===== config.mk =====
export PLATFORM = sky130hd
export DESIGN_NAME = wkt_timer
export DESIGN_NICKNAME = d
export VERILOG_FILES = /design/src/wkt_timer.v
export VERILOG_INCLUDE_DIRS = /design/src
export SDC_FILE = /design/constraint.sdc
export NUM_CORES = 1
export LEC_CHECK = 0
export CORE_MARGIN = 1
export CORE_UTILIZATION = 67
export DETAILED_ROUTE_END_ITERATION = 8
export DONT_BUFFER_PORTS = 1
export GPL_ROUTABILITY_DRIVEN = 1
export PLACE_DENSITY = 0.83
export SLEW_MARGIN = 25
export SYNTH_ARGS = -nofsm -noshare
export SYNTH_HDL_FRONTEND = slang
export SYNTH_SLANG_ARGS = --single-unit

===== constraint.sdc =====
create_clock -name pclk -period 11.4 [get_ports pclk]
set_input_delay 1.14 -clock pclk [delete_from_list [all_inputs] [get_ports pclk]]
set_output_delay 1.14 -clock pclk [all_outputs]
set_load 0.02 [all_outputs]

===== src/wkt_defines.vh =====
// register map, field positions and reset values of the wake-up timer
`ifndef WKT_DEFINES_VH
`define WKT_DEFINES_VH

`define WKT_ADDR_RELOAD     32'hffff0340
`define WKT_ADDR_COUNT      32'hffff0344
`define WKT_ADDR_CONTROL    32'hffff0348
`define WKT_ADDR_ICLEAR     32'hffff034c
`define WKT_ADDR_ISTATUS    32'hffff0350
`define WKT_ADDR_IMASK      32'hffff0354

`define WKT_RST_RELOAD      32'h00000000
`define WKT_RST_COUNT       32'hffffffff
`define WKT_RST_CONTROL     16'h0000
`define WKT_CTRL_MASK       16'h07ff

`define WKT_F_PSC_LO        0
`define WKT_F_PSC_HI        3
`define WKT_F_FMT_LO        4
`define WKT_F_FMT_HI        5
`define WKT_F_PERIODIC      6
`define WKT_F_ENABLE        7
`define WKT_F_UP            8
`define WKT_F_SRC_LO        9
`define WKT_F_SRC_HI        10

`define WKT_SRC_CORE        2'h0
`define WKT_SRC_LPOSC       2'h1
`define WKT_SRC_XTAL        2'h2
`define WKT_SRC_PREC        2'h3

`define WKT_FMT_BIN         2'h0
`define WKT_FMT_RSVD        2'h1
`define WKT_FMT_HMS23       2'h2
`define WKT_FMT_HMS255      2'h3

`define WKT_HUND_MAX        8'h63
`define WKT_SECMIN_MAX      8'h3b
`define WKT_HOUR23_MAX      8'h17
`define WKT_HOUR255_MAX     8'hff

`endif


===== src/wkt_timer.v =====
// wake-up timer: 32-bit up/down counter with prescaler and APB registers
//
// The APB interface to the registers was decided locally.
`timescale 1ns/10ps
//
// Function
// 32-bit up/down counter behind a prescaler
// bits 10:9 choose core or 32k source
// bits 3:0 divide source by power of two
// keeps counting from 32k while core off
// overflow loads counter from reload register
// bit 8 set counts up, else down
// bit 7 enables counting, cleared halts
// bit 6 periodic, cleared free running
// bits 5:4 binary or time-of-day formats
// software uses time formats with 32k only
// software sets divide-by-256 for time formats
// any write to clear register drops interrupt
// count register read-only, resets all ones
// reload register read/write, resets to zero
// control 16 bits, resets zero, 15:11 reserved
// free wraps full range; periodic reloads
// terminal count sets flag until cleared

`include "wkt_defines.vh"

module wkt_timer #(
    parameter PSC_WIDTH = 15
) (
    input  wire        pclk,
    input  wire        presetn,
    input  wire        psel,
    input  wire        penable,
    input  wire        pwrite,
    input  wire [31:0] paddr,
    input  wire [31:0] pwdata,
    output reg  [31:0] prdata,
    output reg         pready,
    output reg         pslverr,
    input  wire        core_clk_run,
    input  wire        lposc_clk,
    input  wire        xtal_clk,
    input  wire        prec_clk,
    output reg         irq
);

    // ************************************************************
    // registers and bus decode
    // ************************************************************
    reg  [31:0] reload_value;
    reg  [31:0] current_count;
    reg  [15:0] timer_control;
    reg         irq_status;
    reg         irq_mask;

    wire        acc_fire = psel & penable & pready;
    wire        wr_fire  = acc_fire & pwrite;
    reg         sel_reload;
    reg         sel_count;
    reg         sel_control;
    reg         sel_iclear;
    reg         sel_istatus;
    reg         sel_imask;
    reg         mapped;

    // full 32-bit compare: neighbouring blocks in the map must never alias here
    always @* begin
        sel_reload  = 1'b0;
        sel_count   = 1'b0;
        sel_control = 1'b0;
        sel_iclear  = 1'b0;
        sel_istatus = 1'b0;
        sel_imask   = 1'b0;
        if (paddr == `WKT_ADDR_RELOAD) begin
            sel_reload = 1'b1;
        end else if (paddr == `WKT_ADDR_COUNT) begin
            sel_count = 1'b1;
        end else if (paddr == `WKT_ADDR_CONTROL) begin
            sel_control = 1'b1;
        end else if (paddr == `WKT_ADDR_ICLEAR) begin
            sel_iclear = 1'b1;
        end else if (paddr == `WKT_ADDR_ISTATUS) begin
            sel_istatus = 1'b1;
        end else if (paddr == `WKT_ADDR_IMASK) begin
            sel_imask = 1'b1;
        end
        mapped = sel_reload | sel_count | sel_control |
                 sel_iclear | sel_istatus | sel_imask;
    end

    wire [3:0]  psc_code = timer_control[`WKT_F_PSC_HI:`WKT_F_PSC_LO];
    wire [1:0]  fmt      = timer_control[`WKT_F_FMT_HI:`WKT_F_FMT_LO];
    wire        periodic = timer_control[`WKT_F_PERIODIC];
    wire        enable   = timer_control[`WKT_F_ENABLE];
    wire        count_up = timer_control[`WKT_F_UP];
    wire [1:0]  src_sel  = timer_control[`WKT_F_SRC_HI:`WKT_F_SRC_LO];

    // ************************************************************
    // clock source selection
    // ************************************************************
    // the 32k inputs are sampled on pclk; a rising edge is one tick.
    // the core source only ticks while the core clock runs, the 32k
    // sources tick regardless, so the timer survives core shutdown.
    localparam N_SLOW = 3;

    wire [N_SLOW-1:0] slow_clk = {prec_clk, xtal_clk, lposc_clk};
    reg  [N_SLOW-1:0] slow_d;
    wire [N_SLOW-1:0] slow_rise;
    reg               src_tick;

    genvar            gi;

    generate
        for (gi = 0; gi < N_SLOW; gi = gi + 1) begin : g_slow
            // every source keeps its own history, so switching source
            // never sees a stale level from another input
            always @(posedge pclk or negedge presetn) begin
                if (!presetn) begin
                    slow_d[gi] <= 1'b0;
                end else begin
                    slow_d[gi] <= slow_clk[gi];
                end
            end

            assign slow_rise[gi] = slow_clk[gi] & ~slow_d[gi];
        end
    endgenerate

    always @* begin
        case (src_sel)
            `WKT_SRC_CORE:  src_tick = core_clk_run;
            `WKT_SRC_LPOSC: src_tick = slow_rise[0];
            `WKT_SRC_XTAL:  src_tick = slow_rise[1];
            default:        src_tick = slow_rise[2];
        endcase
    end

    // ************************************************************
    // prescaler
    // ************************************************************
    // codes 0, 4, 8 and 15 give 1, 16, 256 and 32768; every code n
    // divides by two to the n, which covers the undefined codes too.
    reg  [PSC_WIDTH-1:0] psc_cnt;
    wire [PSC_WIDTH:0]   psc_mask_w = ({{PSC_WIDTH{1'b0}}, 1'b1} << psc_code) - 1'b1;
    wire [PSC_WIDTH-1:0] psc_mask = psc_mask_w[PSC_WIDTH-1:0];
    wire                 count_tick = src_tick & ((psc_cnt & psc_mask) == psc_mask);

    always @(posedge pclk or negedge presetn) begin
        if (!presetn) begin
            psc_cnt <= {PSC_WIDTH{1'b0}};
        end else if (!enable) begin
            psc_cnt <= {PSC_WIDTH{1'b0}};
        end else if (src_tick) begin
            psc_cnt <= psc_cnt + 1'b1;
        end
    end

    // ************************************************************
    // next count value
    // ************************************************************
    wire        hms = (fmt == `WKT_FMT_HMS23) | (fmt == `WKT_FMT_HMS255);
    wire [7:0]  hour_max = (fmt == `WKT_FMT_HMS23) ? `WKT_HOUR23_MAX : `WKT_HOUR255_MAX;
    wire [7:0]  c_hr = current_count[31:24];
    wire [7:0]  c_mn = current_count[23:16];
    wire [7:0]  c_sc = current_count[15:8];
    wire [7:0]  c_hu = current_count[7:0];
    wire [31:0] hms_top = {hour_max, `WKT_SECMIN_MAX, `WKT_SECMIN_MAX, `WKT_HUND_MAX};

    reg  [31:0] stepped;
    reg         terminal;
    reg  [7:0]  n_hr;
    reg  [7:0]  n_mn;
    reg  [7:0]  n_sc;
    reg  [7:0]  n_hu;

    always @* begin
        n_hr = c_hr;
        n_mn = c_mn;
        n_sc = c_sc;
        n_hu = c_hu;
        if (!hms) begin
            // binary; the reserved format counts as binary
            terminal = count_up ? (current_count == 32'hffffffff)
                                : (current_count == 32'h00000000);
            stepped = count_up ? current_count + 32'h00000001
                               : current_count - 32'h00000001;
        end else if (count_up) begin
            terminal = (current_count >= hms_top) |
                       (c_hr >= hour_max && c_mn >= `WKT_SECMIN_MAX &&
                        c_sc >= `WKT_SECMIN_MAX && c_hu >= `WKT_HUND_MAX);
            if (c_hu < `WKT_HUND_MAX) begin
                n_hu = c_hu + 8'h01;
            end else begin
                n_hu = 8'h00;
                if (c_sc < `WKT_SECMIN_MAX) begin
                    n_sc = c_sc + 8'h01;
                end else begin
                    n_sc = 8'h00;
                    if (c_mn < `WKT_SECMIN_MAX) begin
                        n_mn = c_mn + 8'h01;
                    end else begin
                        n_mn = 8'h00;
                        n_hr = (c_hr < hour_max) ? c_hr + 8'h01 : 8'h00;
                    end
                end
            end
            stepped = terminal ? 32'h00000000 : {n_hr, n_mn, n_sc, n_hu};
        end else begin
            terminal = (current_count == 32'h00000000);
            if (c_hu != 8'h00) begin
                n_hu = c_hu - 8'h01;
            end else begin
                n_hu = `WKT_HUND_MAX;
                if (c_sc != 8'h00) begin
                    n_sc = c_sc - 8'h01;
                end else begin
                    n_sc = `WKT_SECMIN_MAX;
                    if (c_mn != 8'h00) begin
                        n_mn = c_mn - 8'h01;
                    end else begin
                        n_mn = `WKT_SECMIN_MAX;
                        n_hr = c_hr - 8'h01;
                    end
                end
            end
            stepped = terminal ? hms_top : {n_hr, n_mn, n_sc, n_hu};
        end
    end

    // ************************************************************
    // counter
    // ************************************************************
    wire        tc_event = enable & count_tick & terminal;
    reg  [31:0] next_count;

    // a reload write outranks a tick in the same cycle, so software
    // always sees the value it wrote as the new starting point
    always @* begin
        next_count = current_count;
        if (wr_fire && sel_reload) begin
            next_count = pwdata;
        end else if (enable && count_tick) begin
            if (terminal && periodic) begin
                next_count = reload_value;
            end else begin
                next_count = stepped;
            end
        end
    end

    always @(posedge pclk or negedge presetn) begin
        if (!presetn) begin
            current_count <= `WKT_RST_COUNT;
        end else begin
            current_count <= next_count;
        end
    end

    // ************************************************************
    // software registers
    // ************************************************************
    reg  [31:0] next_reload;
    reg  [15:0] next_control;
    reg         next_mask;

    always @* begin
        next_reload  = reload_value;
        next_control = timer_control;
        next_mask    = irq_mask;
        if (wr_fire) begin
            if (sel_reload) begin
                next_reload = pwdata;
            end else if (sel_control) begin
                next_control = pwdata[15:0] & `WKT_CTRL_MASK;
            end else if (sel_imask) begin
                next_mask = pwdata[0];
            end
        end
    end

    always @(posedge pclk or negedge presetn) begin
        if (!presetn) begin
            reload_value  <= `WKT_RST_RELOAD;
            timer_control <= `WKT_RST_CONTROL;
            irq_mask      <= 1'b0;
        end else begin
            reload_value  <= next_reload;
            timer_control <= next_control;
            irq_mask      <= next_mask;
        end
    end

    // a terminal count in the same cycle as a clear keeps the flag:
    // losing a wake-up event is worse than one extra interrupt
    wire        clr_req = wr_fire & (sel_iclear | (sel_istatus & pwdata[0]));
    reg         next_irq_status;
    reg         next_irq;

    always @* begin
        next_irq_status = irq_status;
        if (clr_req) begin
            next_irq_status = 1'b0;
        end
        if (tc_event) begin
            next_irq_status = 1'b1;
        end
        next_irq = irq_status & irq_mask;
    end

    always @(posedge pclk or negedge presetn) begin
        if (!presetn) begin
            irq_status <= 1'b0;
            irq        <= 1'b0;
        end else begin
            irq_status <= next_irq_status;
            irq        <= next_irq;
        end
    end

    // ************************************************************
    // apb answer
    // ************************************************************
    // one wait state: pready rises the cycle after the access phase
    // starts, which lets read data come straight from a flip-flop.
    // the count is captured one cycle before it is shown, so a tick in
    // the answer cycle itself is not part of the returned value
    reg  [31:0] next_prdata;
    wire        answer = psel & penable & ~pready;

    always @* begin
        next_prdata = 32'h00000000;
        if (pwrite) begin
            next_prdata = 32'h00000000;
        end else if (sel_reload) begin
            next_prdata = reload_value;
        end else if (sel_count) begin
            next_prdata = current_count;
        end else if (sel_control) begin
            next_prdata = {16'h0000, timer_control};
        end else if (sel_istatus) begin
            next_prdata = {31'h00000000, irq_status};
        end else if (sel_imask) begin
            next_prdata = {31'h00000000, irq_mask};
        end
    end

    always @(posedge pclk or negedge presetn) begin
        if (!presetn) begin
            pready  <= 1'b0;
            pslverr <= 1'b0;
            prdata  <= 32'h00000000;
        end else if (answer) begin
            pready  <= 1'b1;
            pslverr <= ~mapped;
            prdata  <= next_prdata;
        end else begin
            pready  <= 1'b0;
            pslverr <= 1'b0;
        end
    end

endmodule // wkt_timer


==> results of run 1 <==
-- power breakdown --
part	switching (uW)	total, uW	internal [uW]
registers	0.903	464	463
clock network	238	595	358
logic	5.34	9.60	4.25
total	244	1070	825
-- how the worst max path moves through the flow --
stage | slack [ps] | end | depth (start not counted) | start
final | 6470 | current_count[30] | 11 | timer_control[8]
after CTS | 6570 | current_count[30] | 11 | timer_control[8]
after global placement | 6760 | current_count[30] | 11 | timer_control[8]
after floorplan | 7670 | current_count[30] | 11 | timer_control[8]
after global routing | 6190 | current_count[30] | 11 | timer_control[8]
after detailed placement | 6600 | current_count[30] | 11 | timer_control[8]
-- cells in the mapped netlist, drive strengths merged, types with 12 or more instances --
| master | n | area [sq um] |
|---|---|---|
| nand2 | 221 | 834.6 |
| dfrtp | 98 | 2452 |
| nor2 | 90 | 337.8 |
| o21ai | 85 | 429.2 |
| a21oi | 67 | 350.3 |
| ha | 47 | 588.1 |
| clkbuf | 46 | 172.7 |
| xnor2 | 42 | 367.9 |
| nand3 | 40 | 210.2 |
| buf | 38 | 231.5 |
| mux2i | 33 | 330.3 |
| dfstp | 32 | 840.8 |
| nor3 | 32 | 181.4 |
| inv | 26 | 97.59 |
| xor2 | 24 | 210.2 |
| a31oi | 23 | 158.9 |
| nand4 | 20 | 125.1 |
| and2 | 19 | 118.9 |
| o211ai | 19 | 147.6 |
| a21o | 17 | 127.6 |
| mux2 | 16 | 180.2 |
| o31ai | 15 | 112.6 |
| a221oi | 13 | 120.1 |
| nor2b | 12 | 75.07 |
-- critical path, cell delays in order, from the launching register on --
cell and delay (ps):
dfrtp_1 920, clkinv_1 740, buf_4 460, ha_1 410, a21o_1 180, o21bai_1 110
o41a_1 310, o22ai_1 170, o41ai_1 730, o22ai_1 130, or4b_1 520, a41oi_2 180
-- registers in the layout (all words and copies together), names as in the netlist --
register,cells
current_count,32
prdata,32
reload_value,32
psc_cnt,15
timer_control,11
slow_d,3
irq,1
irq_mask,1
irq_status,1
pready,1
pslverr,1
-- layer usage --
metal	vias to the layer above	part of all wire, %	global-route usage (%)
met2	496	48	66.20
met3	110	8.0	8.477
met4	2	3.8	19.28
met1	4735	40	50.86
li1	4464	-	-
met5	-	0.039	0
-- area by class of cell --
class	instances	area, sq um	share of cell area, %
Clock buffer	18	439.2	4.008
Clock inverter	14	191.4	1.747
Inverter	29	108.9	0.9934
Multi-Input combinational cell	1012	6615	60.37
Sequential cell	130	3293	30.05
Tap cell	188	235.2	2.147
Timing Repair Buffer	10	75.07	0.6851
-- logic make-up (layout without fill, tap and decap cells) --
kind of cell / Yosys count / after routing / synth area share (%)
AND/OR/NAND/NOR: 504 / 504 / 23.74
AO/OA/AOI/OAI: 344 / 344 / 23.16
flip-flops: 130 / 130 / 31.65
buffers and inverters: 113 / 71 / 4.930
XOR/XNOR: 66 / 66 / 5.556
multiplexers: 50 / 50 / 5.123
adder cells (fa/ha/maj): 48 / 48 / 5.844
-- per-stage QoR --
stage | worst slack [ps] | util [%] | cells | total power [uW] | area [sq um]
global placement | 6757 | 67.93 | 1369 | 481.2 | 10330
detailed placement | 6599 | 67.93 | 1369 | 481.3 | 10330
floorplan | 7675 | - | 1255 | 481.8 | 10410
finish | 6468 | 72.08 | 1401 | 1069 | 10960
CTS | 6566 | 72.08 | 1401 | 1072 | 10960
global route | 6187 | 72.08 | 1401 | 1090 | 10960
==> results.sh, run 1 <==
export IMPL_fin_nets=1321
export IMPL_fp_coreArea_sq_um=15200
export IMPL_numCtsBuffers=17
export IMPL_area_delta_synth_final_pct=5.315
export IMPL_tightestPinTransition_ps=1057
export IMPL_post_route_min_period_ps=4932
export IMPL_viasPerCell=7.000
export IMPL_setup_viol=0
export IMPL_drive_gt1_share_pct=10.22
export IMPL_ys_seq_area_share_pct=31.65
export IMPL_htreeDepth=4
export IMPL_synthesis_nets=1376
export IMPL_ctsHoldBuffers=0
export IMPL_slew_headroom_pct=29.35
export IMPL_synth_cell_type_count=97
export IMPL_dp_hpwl_microns=21230
export IMPL_final_common_cell="nand2_1"
export IMPL_worst_r2r_endpoint="current_count[30]"
export IMPL_clkTransAtPathRegs_ps=60
export IMPL_clock_sinks=130
export IMPL_status="complete, no violations"
export IMPL_placementRows=45
export IMPL_initialDrtViolationCount=915
export IMPL_die_y_microns=126.6
export IMPL_start_kind="flop"
export IMPL_ir_drop_v=0.00008872
export IMPL_grt_pass1_vias=9627
export IMPL_pin_count=108
export IMPL_syn_inst=1255
export IMPL_ctsLongestPathBuffers=2
export IMPL_reg2reg_depth=11
export IMPL_cts_root_buf="clkbuf_16"
export IMPL_start_util_pct=68.44
export IMPL_finalClockSkew_ps=11.41
export IMPL_dr_total_vias=9807
export IMPL_die_area_sq_um=16030
export IMPL_post_cts_buffers=0
export IMPL_critPathArrivalTime_ps=5290
export IMPL_required_ps=11760
export IMPL_port_buffers=0
export IMPL_cts_tree="built"
export IMPL_hold_violations=0
export IMPL_grt_pass1_wl_microns=50530
export IMPL_mostFrequentLayoutCells="nand2_1, dfrtp_1, nor2_1"
export IMPL_synth_area_sq_um=10400
export IMPL_dr_pass1_iters=5
export IMPL_rsz0062_at_grt="no"
export IMPL_p_leak_uw=0.004846
export IMPL_clock_latency_ps=440
export IMPL_syn_avg_cell_area_sq_um=8.291
export IMPL_r2r_start="timer_control[8]"
export IMPL_r2r_setup_slack_ps=6470
export IMPL_holdWs_ps=393.8
export IMPL_synth_edf_count=0
export IMPL_drv_slew=0
export IMPL_antenna_found_initial=1
export IMPL_ys_warn_count=0
export IMPL_wl_microns=31120
export IMPL_end_kind="flop"
export IMPL_nFillCells=1218
export IMPL_ys_flop_type="dfrtp_1"
export IMPL_grt_max_degree=131
export IMPL_worstSetupPathType="reg2reg"
export IMPL_synthArstFlopShare_pct=100.0
export IMPL_fp_dieW_microns=126.6
export IMPL_overflow=0
export IMPL_grtUsageTotal_pct=40.32
export IMPL_p_per_area_nw_per_um2=97.54
export IMPL_cts_repair_resized=0
export IMPL_post_route_period_util_pct=43.26
export IMPL_drc=0
export IMPL_tns_ps=0
export IMPL_ys_seq_elements=130
export IMPL_hold_path_class="in2async"
export IMPL_drtAntennaViolNets=0
export IMPL_worstPathMaxFanout=23
export IMPL_gp_congestion=0.9740
export IMPL_wl_per_cell_microns=22.21
export IMPL_cap_violations=0
export IMPL_n_antenna_cell=0
export IMPL_max_freq_mhz=202.8
(Power assumes the default switching activity.)
==> inputs of run 2 (changes only) <==
Settings changed: CORE_UTILIZATION 67 to 59, PLACE_DENSITY 0.83 to 0.78.
Clock period 11.4 ns to 4.1 ns, I/O delays scaled along.
==> results.sh, run 2 (synthesized netlist as in run 1, its figures left out) <==
export IMPL_status="complete, no violations"
export IMPL_grt_max_degree=131
export IMPL_dr_pass1_iters=7
export IMPL_worstSetupPathType="reg2reg"
export IMPL_path_cells="nor3_1 > nand2_1 > ha_1 > nor3b_1 > a31oi_1 > o22ai_1 > a2111oi_4 > nand2_1 > a22oi_2 > inv_2 > o41ai_1"
export IMPL_die_area_sq_um=18170
export IMPL_power_frac_comb_pct=1.9
export IMPL_area_delta_synth_final_pct=7.276
export IMPL_antenna_found_initial=0
export IMPL_utilization_pct=64.76
export IMPL_final_common_cell="nand2_1"
export IMPL_post_route_period_util_pct=92.43
export IMPL_power_uw=3045
export IMPL_initialDrtViolationCount=995
export IMPL_htreeDepth=4
export IMPL_overflow=0
export IMPL_final_seq_area_sq_um=3293
export IMPL_ctsLongestPathBuffers=2
export IMPL_grtUsageTotal_pct=34.97
export IMPL_internal_power_uw=2341
export IMPL_r2r_setup_slack_ps=310
export IMPL_dp_hpwl_microns=21820
export IMPL_setup_viol=0
export IMPL_post_route_min_period_ps=3790
export IMPL_finalInstanceArea_sq_um=11160
export IMPL_cts_root_buf="clkbuf_16"
export IMPL_worstPathMaxFanout=14
export IMPL_finalClockSkew_ps=10.91
export IMPL_grt_pass1_wl_microns=49400
export IMPL_r2r_start="timer_control[2]"
export IMPL_nFillCells=1425
export IMPL_p_sw_share_pct=23.13
export IMPL_min_delay_start="pwrite"
export IMPL_numCtsBuffers=17
export IMPL_fin_nets=1336
export IMPL_dr_total_vias=9725
export IMPL_wl_met1_microns=13020
export IMPL_critPathArrivalTime_ps=4110
export IMPL_die_y_microns=134.8
export IMPL_highest_layer="met4"
export IMPL_p_per_area_nw_per_um2=272.8
export IMPL_max_freq_mhz=263.9
export IMPL_placementRows=48
export IMPL_critPathSlowestCell="dfrtp_1"
export IMPL_cts_tree="built"
export IMPL_reg_top3="current_count (32), prdata (32), reload_value (32)"
export IMPL_p_sw_uw=704.2
export IMPL_start_kind="flop"
export IMPL_drc=0
export IMPL_viasPerCell=6.693
export IMPL_rsz0062_at_grt="no"
export IMPL_multi_input_area_sq_um=6616
export IMPL_pin_count=108
export IMPL_start_util_pct=60.37
export IMPL_ir_drop_v=0.0003546
export IMPL_required_ps=4420
export IMPL_fp_dieW_microns=134.8
export IMPL_clock_sinks=130
export IMPL_fp_coreArea_sq_um=17240
export IMPL_crit_top_cell="nand2_1"
export IMPL_wl_per_cell_microns=21.36
export IMPL_end_kind="flop"
export IMPL_mostFrequentLayoutCells="nand2_1, dfrtp_1, nor2_1"
export IMPL_power_share_clock_pct=55.8
export IMPL_dr_wl_met3_microns=2261
export IMPL_drtAntennaViolNets=0
export IMPL_tns_ps=0
export IMPL_drive_gt1_share_pct=11.07
export IMPL_crit_path_start="timer_control[2]"
export IMPL_routed_wl_met2_microns=14690
export IMPL_cap_violations=0
export IMPL_hold_path_class="in2reg"
export IMPL_n_antenna_cell=0
export IMPL_clkTransAtPathRegs_ps=70
export IMPL_gp_congestion=0.9613
export IMPL_slew_headroom_pct=39.49
export IMPL_clock_latency_ps=440
export IMPL_p_leak_uw=0.004935
export IMPL_hold_violations=0
export IMPL_slowest_delay_ps=550
export IMPL_wl_microns=31040
export IMPL_port_buffers=0
export IMPL_tightestPinTransition_ps=905.5
export IMPL_grt_pass1_vias=9297
export IMPL_sequentialPowerShare_pct=42.3
export IMPL_drv_slew=0
export IMPL_post_cts_buffers=0
export IMPL_placed_cell_area_sq_um=10450
## run 2: cell count changes in the layout (fill, tap and decap cells not counted), sizes merged
cell | before | now
bufinv | 3 | 4
buf | 10 | 21
clkinvlp | 2 | 1
clkinv | 5 | 7
inv | 33 | 32
dlygate4sd3 | 0 | 4
clkbuf | 18 | 17
## run 2: worst max-delay path: cells and delay by family, from the launching register on
kind                       cells  cell delay (ps)
AOI/OAI and AO/OA              5             1630
and+or+nand+nor                4             1040
DFF                            1              550
adders and majority gates      1              330
buffers and inverters          1              110
## run 2: repair_timing
action / in CTS / in global routing
hold buffers: 5 / 0
gates resized for setup: 0 / 1
endpoints found under the setup margin: 0 / 1
hold endpoints to repair: 133 / 0
## run 2: final timing paths
| path | to | cells past startpoint |
|---|---|---|
| setup / recovery | current_count[15] | 11 |
| hold / removal | prdata[10] | 1 |
| setup reg to reg | current_count[15] | 11 |
| hold reg to reg | reload_value[25] | 2 |
| max in group asynchronous | reload_value[17] | 2 |
| min in group asynchronous | pslverr | 2 |
## run 2: power by group through the flow
stage	Clock (uW)	Sequential (uW)	Combinational, uW
floorplan	0	1310	27.9
global placement	0	1310	26.4
detailed placement	0	1310	26.5
CTS	1710	1290	59.0
global route	1750	1290	64.1
finish	1700	1290	57.4
## run 2: final cells by class
type                    instances  share of cell area (%)
flip-flops and latches        130                   29.50
clock inverters                15                   1.962
multi-input cells            1012                   59.28
inverters                      29                  0.9752
well taps                     225                   2.522
repair buffers                 25                   1.950
clock buffers                  17                   3.811
## run 2: metrics by stage
step	worst slack, ps	hold slack (ps)	instances
2_1_floorplan	374.9	114.4	1255
3_3_place_gp	561.5	119.0	1416
5_1_grt	113.1	66.15	1453
6_report	310.2	64.83	1453
3_5_place_dp	389.7	118.3	1416
4_1_cts	287.3	48.75	1453
## run 2: per-layer routing
layer | track usage (%) | up-vias
met4 | 15.79 | 0
met5 | 0 | -
met2 | 56.73 | 443
li1 | - | 4489
met3 | 7.470 | 88
met1 | 44.74 | 4705
==> inputs of run 3 (changes only) <==
Settings changed: ABC_AREA set to 1, CORE_UTILIZATION 59 to 54, PLACE_DENSITY 0.78 to 0.72.
Clock period 4.1 ns to 3.1 ns, I/O delays scaled along.
==> results.sh, run 3 <==
export IMPL_status="complete, but fails checks"
export IMPL_violations="hold timing"
export IMPL_dr_pass1_iters=6
export IMPL_post_route_period_util_pct=92.33
export IMPL_pin_count=108
export IMPL_critPathArrivalTime_ps=3250
export IMPL_tns_ps=0
export IMPL_reg_top3="current_count (32), prdata (32), reload_value (32)"
export IMPL_placementRows=52
export IMPL_rsz0062_at_grt="no"
export IMPL_cap_violations=0
export IMPL_critPathSlowestCell="dfrtp_1"
export IMPL_numCtsBuffers=17
export IMPL_dp_cells=2046
export IMPL_htreeDepth=4
export IMPL_cts_root_buf="clkbuf_16"
export IMPL_final_common_cell="nand2_1"
export IMPL_synth_largest_area_cell="dfrtp_1"
export IMPL_synth_area_top_cells="dfrtp_1, nand2_1, dfstp_2"
export IMPL_cts_tree="built"
export IMPL_mostFrequentLayoutCells="nand2_1, inv_1, nand3_1"
export IMPL_synth_cell_type_count=53
export IMPL_initialDrtViolationCount=1038
export IMPL_syn_avg_cell_area_sq_um=6.309
export IMPL_die_area_sq_um=21700
export IMPL_p_per_area_nw_per_um2=336.0
export IMPL_final_cells=2081
export IMPL_crit_top_cell="nand2_1"
export IMPL_dr_total_vias=12016
export IMPL_gp_congestion=0.9867
export IMPL_fin_nets=1919
export IMPL_yosysMostFrequentCell="nand2_1"
export IMPL_nFillCells=2042
export IMPL_p_leak_uw=0.006392
export IMPL_slew_headroom_pct=52.51
export IMPL_required_ps=3490
export IMPL_clock_sinks=130
export IMPL_antenna_found_initial=0
export IMPL_setup_viol=0
export IMPL_clkTransAtPathRegs_ps=70
export IMPL_tightestPinTransition_ps=705.9
export IMPL_drive_gt1_share_pct=7.896
export IMPL_drtAntennaViolNets=0
export IMPL_end_kind="flop"
export IMPL_die_y_microns=147.3
export IMPL_hold_violations=130
export IMPL_ys_warn_count=0
export IMPL_worstSetupPathType="reg2reg"
export IMPL_post_route_min_period_ps=2862
export IMPL_synth_edf_count=0
export IMPL_synth_common_cells="nand2_1, inv_1, nand3_1"
export IMPL_syn_inst=1807
export IMPL_worstPathMaxFanout=14
export IMPL_ir_drop_v=0.0003475
export IMPL_viasPerCell=5.774
export IMPL_drv_slew=0
export IMPL_holdWs_ps=-443.5
export IMPL_dp_hpwl_microns=29800
export IMPL_grt_pass1_wl_microns=61080
export IMPL_n_antenna_cell=0
export IMPL_start_kind="flop"
export IMPL_synth_area_sq_um=11400
export IMPL_synth_top_cell_area_share_pct=21.51
export IMPL_area_delta_synth_final_pct=8.221
export IMPL_grt_pass1_vias=11246
export IMPL_crit_family="simple AND/OR/NAND/NOR gates"
export IMPL_ys_seq_area_share_pct=28.89
export IMPL_synthesis_nets=1928
export IMPL_grtUsageTotal_pct=36.48
export IMPL_wl_per_cell_microns=18.38
export IMPL_drc=0
export IMPL_path_buf_inv=1
export IMPL_ctsHoldBuffers=3
export IMPL_max_freq_mhz=349.4
export IMPL_synthArstFlopShare_pct=100.0
export IMPL_hold_path_class="in2async"
export IMPL_ctsLongestPathBuffers=2
export IMPL_clock_latency_ps=440
export IMPL_finalClockSkew_ps=11.23
export IMPL_path_cells="nor2_2 > ha_1 > nand2_1 > nor2_1 > nor2_1 > nand2_1 > a21oi_4 > nand3_4 > nand3_4 > nand2_4 > inv_2 > o21ai_2 > nand2_4 > nand2_1 > nand2_1"
export IMPL_ys_flop_type="dfrtp_1"
export IMPL_ys_seq_elements=130
export IMPL_port_buffers=0
export IMPL_grt_max_degree=131
export IMPL_slowest_delay_ps=420
export IMPL_overflow=0
export IMPL_fp_dieW_microns=147.3
export IMPL_wl_microns=38260
export IMPL_start_util_pct=55.62
export IMPL_fp_coreArea_sq_um=20490
-- run 3: changes by cell type after synthesis, sizes merged, moves of 33 or more --
| cell | delta |
|---|---|
| xnor2 | -37 |
| nand2 | +414 |
| nand3 | +132 |
| mux2i | -33 |
| inv | +196 |
| nor2 | +96 |
-- run 3: cell families after synthesis --
family	synth area share [%]
flip-flops	28.89
AO/OA/AOI/OAI	11.65
multiplexers	0.09877
buffers and inverters	9.801
AND/OR/NAND/NOR	42.00
XOR/XNOR	2.228
adder cells (fa/ha/maj)	5.334
-- run 3: cell type report --
| class | count | area [sq um] | share of cell area (%) |
|---|---|---|---|
| Clock inverter | 14 | 249.0 | 2.018 |
| Clock buffer | 18 | 429.2 | 3.479 |
| Inverter | 222 | 833.3 | 6.755 |
| Tap cell | 270 | 337.8 | 2.738 |
| Multi-Input combinational cell | 1403 | 6994 | 56.69 |
| Sequential cell | 130 | 3293 | 26.69 |
| Timing Repair Buffer | 24 | 200.2 | 1.623 |
-- run 3: worst paths after layout --
kind,from,endpoint,slack [ps],cells past startpoint
max,timer_control[4],current_count[24],240,15
min,presetn,psc_cnt[5],-440,0
max reg2reg,timer_control[4],current_count[24],240,15
min reg2reg,reload_value[1],reload_value[1],500,2
max in group asynchronous,presetn,current_count[22],3260,0
min in group pclk,pwdata[20],reload_value[20],10,2
-- run 3: metal layers --
metal	track usage (%)	vias up	wire length, microns
met1	46.28	5578	15760
met4	17.01	0	1721
met3	5.155	108	2585
met5	0	-	0
li1	-	5838	-
met2	61.27	492	18180
-- run 3: repair_timing --
item	in CTS	in global routing
hold endpoints to repair	133	130
resized for setup	0	1
buffers inserted	0	0
setup endpoints to repair	0	13
-- run 3: power by group --
part / internal, uW / switching (uW)
sequential: 1700 / 3.16
combinational: 14.0 / 33.6
clock: 1520 / 868
total: 3240 / 905
-- run 3: stage by stage --
step | worst slack (ps) | total power (uW) | instance area (sq um) | utilization [%] | hold WS, ps
global placement | 380.8 | 1778 | 11630 | 56.73 | 16.71
global route | 5.673 | 4221 | 12340 | 60.20 | -451.5
floorplan | 360.6 | 1767 | 11400 | - | 14.41
detailed placement | 235.1 | 1779 | 11630 | 56.73 | 17.42
CTS | 203.8 | 4139 | 12330 | 60.18 | -442.1
finish | 237.7 | 4145 | 12340 | 60.20 | -443.5
